<file path="src/sar_cfg.svh">
`ifndef SAR_CFG_SVH
`define SAR_CFG_SVH

// ----------------------------------------
// sizes
// ----------------------------------------
`define SAR_BITS 12
`define SAR_LEVELS 4096
`define SAR_MSB_IDX 4'hb

// ----------------------------------------
// timing
// ----------------------------------------
`define CLK_PERIOD_NS 4
`define STEP_TIME_NS 600
`define STEP_CYC (`STEP_TIME_NS / `CLK_PERIOD_NS)
`define CONV_MAX_NS 9000
`define CONV_MAX_CYC (`CONV_MAX_NS / `CLK_PERIOD_NS)
`define START_MIN_NS 100
`define START_MIN_CYC ((`START_MIN_NS + `CLK_PERIOD_NS - 1) / `CLK_PERIOD_NS)
`define ACQ_MIN_NS 6000
`define ACQ_MIN_CYC ((`ACQ_MIN_NS + `CLK_PERIOD_NS - 1) / `CLK_PERIOD_NS)
`define SETTLE_NS 1000
`define SETTLE_CYC ((`SETTLE_NS + `CLK_PERIOD_NS - 1) / `CLK_PERIOD_NS)

`endif

</file>
<file path="src/sar_pkg.sv">
package sar_pkg;

    typedef enum logic [1:0] {
        ST_IDLE = 2'b00,
        ST_RESET = 2'b01,
        ST_CONV = 2'b10
    } state_e;

    // pins from the analog side and the timing controller
    typedef struct packed {
        logic start;
        logic hold;
        logic bipolar;
        logic trunc;
        logic comp;
        logic ext;
    } pins_s;

endpackage : sar_pkg

</file>
<file path="src/sar_converter_ctrl.sv">
`timescale 1ns/100ps
`include "sar_cfg.svh"

module sar_converter_ctrl (
    input wire logic sys_clk,
    input wire logic rstn,
    input wire sar_pkg::pins_s pin_in,
    output logic [11:0] data_out,
    output logic busy,
    output logic hold_mode,
    output logic bipolar_offset,
    output logic [11:0] dac_code
);

    localparam int CONV_MAX = `CONV_MAX_CYC;
    localparam logic [7:0] STEP_LAST = 8'(`STEP_CYC - 1);

    // ----------------------------------------
    // pin synchronisers
    // ----------------------------------------
    sar_pkg::pins_s meta_ff;
    sar_pkg::pins_s pin_ff;
    logic start_prev_ff;

    always_ff @(posedge sys_clk or negedge rstn)
    begin
        if (!rstn)
        begin
            meta_ff <= '0;
            pin_ff <= '0;
            start_prev_ff <= 1'b0;
        end
        else
        begin
            meta_ff <= pin_in;
            pin_ff <= meta_ff;
            start_prev_ff <= pin_ff.start;
        end
    end

    logic fall;
    logic tick;
    logic step;
    sar_pkg::state_e state_ff;
    sar_pkg::state_e nxt_state;
    logic [11:0] sar_ff;
    logic [11:0] nxt_sar;
    logic [3:0] idx_ff;
    logic [3:0] nxt_idx;
    logic [7:0] div_ff;
    logic [7:0] nxt_div;
    logic nxt_busy;
    logic [11:0] nxt_data;

    assign fall = start_prev_ff & ~pin_ff.start;
    assign tick = (div_ff == STEP_LAST);
    // external pulses replace the internal step
    assign step = pin_ff.ext ? fall : tick;

    // ----------------------------------------
    // approximation sequencer
    // ----------------------------------------
    always_comb
    begin
        nxt_state = state_ff;
        nxt_sar = sar_ff;
        nxt_idx = idx_ff;
        nxt_div = (state_ff == sar_pkg::ST_IDLE || tick) ? 8'h00 : div_ff + 8'h01;
        if (fall && !(pin_ff.ext && state_ff == sar_pkg::ST_CONV))
        begin
            nxt_div = 8'h00;
            nxt_idx = `SAR_MSB_IDX;
            // first external pulse also sets the msb trial
            if (pin_ff.ext)
            begin
                nxt_state = sar_pkg::ST_CONV;
                nxt_sar = 12'h800;
            end
            else
            begin
                nxt_state = sar_pkg::ST_RESET;
                nxt_sar = 12'h000;
            end
        end
        else
        begin
            case (state_ff)
                sar_pkg::ST_RESET:
                begin
                    if (step)
                    begin
                        nxt_sar[idx_ff] = 1'b1;
                        nxt_state = sar_pkg::ST_CONV;
                    end
                end
                sar_pkg::ST_CONV:
                begin
                    if (step)
                    begin
                        // the trunc line went low, so drop the trial bit and stop
                        if (!pin_ff.trunc)
                        begin
                            nxt_sar[idx_ff] = 1'b0;
                            nxt_state = sar_pkg::ST_IDLE;
                        end
                        else
                        begin
                            // keep the trial bit when input is above dac
                            nxt_sar[idx_ff] = pin_ff.comp;
                            if (idx_ff == 4'h0)
                            begin
                                nxt_state = sar_pkg::ST_IDLE;
                            end
                            else
                            begin
                                nxt_idx = idx_ff - 4'h1;
                                nxt_sar[idx_ff - 4'h1] = 1'b1;
                            end
                        end
                    end
                end
                default:
                begin
                    nxt_state = sar_pkg::ST_IDLE;
                end
            endcase
        end
        // busy through reset phase and conversion
        nxt_busy = (nxt_state != sar_pkg::ST_IDLE);
        // complementary coding; bipolar offset is added on the analog side
        nxt_data = ~nxt_sar;
    end

    always_ff @(posedge sys_clk or negedge rstn)
    begin
        if (!rstn)
        begin
            state_ff <= sar_pkg::ST_IDLE;
            sar_ff <= 12'h000;
            idx_ff <= `SAR_MSB_IDX;
            div_ff <= 8'h00;
            busy <= 1'b0;
            data_out <= 12'hfff;
            dac_code <= 12'h000;
        end
        else
        begin
            state_ff <= nxt_state;
            sar_ff <= nxt_sar;
            idx_ff <= nxt_idx;
            div_ff <= nxt_div;
            busy <= nxt_busy;
            data_out <= nxt_data;
            dac_code <= nxt_sar;
        end
    end

    // ----------------------------------------
    // sample-hold and range control
    // ----------------------------------------
    always_ff @(posedge sys_clk or negedge rstn)
    begin
        if (!rstn)
        begin
            hold_mode <= 1'b0;
            bipolar_offset <= 1'b0;
        end
        else
        begin
            hold_mode <= pin_ff.hold;
            bipolar_offset <= pin_ff.bipolar;
        end
    end

    // ----------------------------------------
    // checks
    // ----------------------------------------
    logic [11:0] conv_cyc_ff;
    logic [3:0] steps_ff;

    always_ff @(posedge sys_clk or negedge rstn)
    begin
        if (!rstn)
        begin
            conv_cyc_ff <= 12'h000;
            steps_ff <= 4'h0;
        end
        else if (fall && !(pin_ff.ext && state_ff == sar_pkg::ST_CONV))
        begin
            conv_cyc_ff <= 12'h000;
            steps_ff <= 4'h0;
        end
        else
        begin
            if (busy && conv_cyc_ff != 12'hfff)
            begin
                conv_cyc_ff <= conv_cyc_ff + 12'h001;
            end
            if (state_ff == sar_pkg::ST_CONV && step)
            begin
                steps_ff <= steps_ff + 4'h1;
            end
        end
    end
endmodule : sar_converter_ctrl

</file>
<file path="config.mk">
export PLATFORM = sky130hd
export DESIGN_NAME = sar_converter_ctrl
export DESIGN_NICKNAME = d
export VERILOG_FILES = /design/src/sar_pkg.sv /design/src/sar_converter_ctrl.sv
export VERILOG_INCLUDE_DIRS = /design/src
export SDC_FILE = /design/constraint.sdc
export NUM_CORES = 1
export LEC_CHECK = 0
export ABC_AREA = 0
export ABC_CLOCK_PERIOD_IN_PS = 2800
export BUFFER_PORTS_ARGS = -buffer_cell sky130_fd_sc_hd__clkbuf_2
export CORE_AREA = 4 4 81 83
export CTS_BUF_LIST = sky130_fd_sc_hd__clkbuf_16
export DETAILED_ROUTE_END_ITERATION = 10
export DIE_AREA = 0 0 85 87
export HOLD_SLACK_MARGIN = 0.05
export PLACE_DENSITY_LB_ADDON = 0.08
export SYNTH_ARGS = -nofsm -noshare
export SYNTH_HDL_FRONTEND = slang
export SYNTH_SLANG_ARGS = --single-unit
</file>
<file path="constraint.sdc">
create_clock -name sys_clk -period 2.8 [get_ports sys_clk]
set_clock_uncertainty 0.15 [all_clocks]
set_input_delay 0.56 -clock sys_clk [delete_from_list [all_inputs] [get_ports sys_clk]]
set_output_delay 0.56 -clock sys_clk [all_outputs]
set_load 0.01 [all_outputs]
</file>
==> results.sh <==
export IMPL_cp_start_kind="flop"
export IMPL_hpwl_um=5150
export IMPL_synth_compound_area_share=0.222
export IMPL_power_density_nw_per_um2=503
export IMPL_synth_avg_cell_area_um2=10.0
export IMPL_total_power_uw=1660
export IMPL_worst_path_max_fanout=12
export IMPL_clk_latency_ps=290
export IMPL_row_count=28
export IMPL_fp_coreArea_um2=5850
export IMPL_worstMarginPinSlew_ps=587
export IMPL_final_cell_area_um2=3310
export IMPL_via_per_inst=5.86
export IMPL_crit_family="simple AND/OR/NAND/NOR gates"
export IMPL_hold_ws_ps=197
export IMPL_ys_ff_latch=54
export IMPL_drv_slew=0
export IMPL_yosysMostFrequentCell="dfrtp_1"
export IMPL_drtIter0Drc=222
export IMPL_relSlewSlack=0.608
export IMPL_grt_start_max_net_pins=24
export IMPL_layout_drive_gt1_share=0.239
export IMPL_regToRegSetupSlack_ps=430
export IMPL_yosys_area_top_type="dfrtp_1"
export IMPL_cp_required_ps=2880
export IMPL_max_cap_violations=0
export IMPL_htree_levels=2
export IMPL_hp_class="flop to flop"
export IMPL_grt_pass1_vias=2228
export IMPL_post_cts_resized=0
export IMPL_cts_buffers=5
export IMPL_postPlaceCellArea_um2=3130
export IMPL_synth_top_family_by_area="compound AO/OA/AOI/OAI gates"
export IMPL_nNetsFinal=341
export IMPL_drc=0
export IMPL_synthesis_area_um2=2860
export IMPL_grt_antenna_before_repair=0
export IMPL_initial_core_util=0.489
export IMPL_cts_buffer_depth=2
export IMPL_preCtsSetupSlack_ps=484
export IMPL_clockRootBuffer="clkbuf_16"
export IMPL_netlist_instances=286
export IMPL_detail_route_antenna_nets=0
export IMPL_path_cells="inv_1, ha_1, and2_0, nand2_1, nor4_1, o31a_1, o21a_1"
export IMPL_dieWidth_um=85
export IMPL_setup_ws_ps=432
export IMPL_cts_sinks=54
export IMPL_ys_seq_area_frac=0.479
export IMPL_status="complete, no violations"
export IMPL_synth_edff_count=0
export IMPL_synthTopCellsByArea="dfrtp_1 (34%), dfstp_2 (14%), ha_1 (5.3%)"
export IMPL_postCtsSetupBuffers=0
export IMPL_ys_warnings_count=0
export IMPL_yosysTopAreaCellShare=0.341
export IMPL_io_pins=35
export IMPL_async_flop_share=1.00
export IMPL_syn_to_final_growth_pct=15.6
export IMPL_die_area_um2=7400
export IMPL_rsz0062_at_grt="false"
export IMPL_io_buffers=34
export IMPL_muxShareOfSynthArea=0.00394
export IMPL_path_class="flop to flop"
export IMPL_tritoncts="done"
export IMPL_wl_per_cell_um=17.5
export IMPL_cts_clk_slew_worst_paths_ps=70
export IMPL_gp_congestion=0.933
export IMPL_clock_fmax_mhz=422
export IMPL_worstHoldStart="meta_ff[2]"
export IMPL_synth_adder_area_share=0.0525
export IMPL_via_count=2326
export IMPL_hold_viol=0
export IMPL_critPathBufInv=1
export IMPL_crit_arrival_ps=2440
export IMPL_fin_crit_ps=2370
export IMPL_wl_um=6960
export IMPL_cpMaxStageDelayCell="ha_1"
export IMPL_end_kind="flop"
export IMPL_grt_remaining_overflow=0
export IMPL_tns_ps=0
export IMPL_startpoint="state_ff[0]"
export IMPL_gr_usage_all_layers=0.197
export IMPL_die_height_um=87
export IMPL_fin_crit_sh=0.846
export IMPL_synth_xor_area_share=0.0276
export IMPL_total_leakage_power_uw=0.00148
export IMPL_synthSimpleGateAreaFrac=0.168
export IMPL_irDropWorstVdd_mv=0.331
export IMPL_grt_pass1_wl_um=11500
export IMPL_dr_pass1_iters=5
export IMPL_postCtsHoldBufs=1
export IMPL_yosys_top_cells_count="dfrtp_1 (39), nor2_1 (22), a21oi_1 (17), nand2_1 (16)"
export IMPL_num_antenna_cells=0
export IMPL_slowest_delay_ps=440
export IMPL_synthFlopType="dfrtp_1"
export IMPL_synth_fp_nets=306
export IMPL_setup_viol=0
export IMPL_yosys_cell_types_count=54
export IMPL_r2r_start="state_ff[0]"
## cells in the final DEF, fill, tap and decap left out, drive strengths merged, types with 4 or more instances in the layout
cell / count
nand3: 15
o21ai: 14
a21o: 5
nor2: 22
dfrtp: 39
a211oi: 7
clkbuf: 39
ha: 12
a31oi: 6
xor2: 6
o31ai: 4
buf: 10
or2: 4
a21oi: 17
dfstp: 15
o22ai: 6
inv: 15
nor3: 4
nand2: 17
nand3b: 6
and2: 5
## state kept, by name, indices dropped and copies added (netlist names), named ones only
signal,flops
bipolar_offset,1
busy,1
data_out,12
div_ff,8
hold_mode,1
idx_ff,4
meta_ff,6
pin_ff,6
sar_ff,11
start_prev_ff,1
state_ff,2
## report_power, final
group,internal [µW],leakage [µW],switching (µW)
registers,808,0.000664,16.0
logic,51.2,0.000734,90.8
clock network,422,0.0000818,274
## final timing paths
kind,end,cells after the start
setup / recovery,sar_ff[0],7
hold / removal,pin_ff[2],0
setup reg to reg,sar_ff[0],7
hold reg to reg,pin_ff[2],0
max in group asynchronous,idx_ff[0],3
min in group asynchronous,pin_ff[4],2
## stage by stage
step,instances,util
floorplan,286,-
global placement,388,0.535
detailed placement,388,0.535
CTS,397,0.565
global route,397,0.565
finish,397,0.565
## layer usage
metal	vias up	global-route usage	wire, µm
li1	1108	-	-
met4	0	0.0475	50
met2	89	0.311	3270
met1	1123	0.278	3190
met3	6	0.0416	445
met5	-	0	0
## cells by family (layout without fill, tap and decap cells)
| group | count (synthesis) | after routing |
|---|---|---|
| AND/OR/NAND/NOR | 89 | 89 |
| adder cells (fa/ha/maj) | 12 | 12 |
| AO/OA/AOI/OAI | 90 | 90 |
| buffers and inverters | 31 | 67 |
| XOR/XNOR | 9 | 9 |
| flip-flops | 54 | 54 |
| multiplexers | 1 | 1 |
## worst reg2reg max path, stage by stage, from the launching register on
cell,delay [ps]
dfrtp_1,410
inv_1,90
ha_1,440
and2_0,370
nand2_1,210
nor4_1,300
o31a_1,220
o21a_1,120
## final cells by class
cell class              instances  area [µm²]
flip-flops and latches         54        1370
well taps                      75        93.8
multi-input cells             201        1350
clock inverters                 3        42.5
inverters                      14        52.6
clock buffers                   5         125
fillers                       511        2540
repair buffers                 45         268
Note: power is estimated with default switching activity, not from simulation.
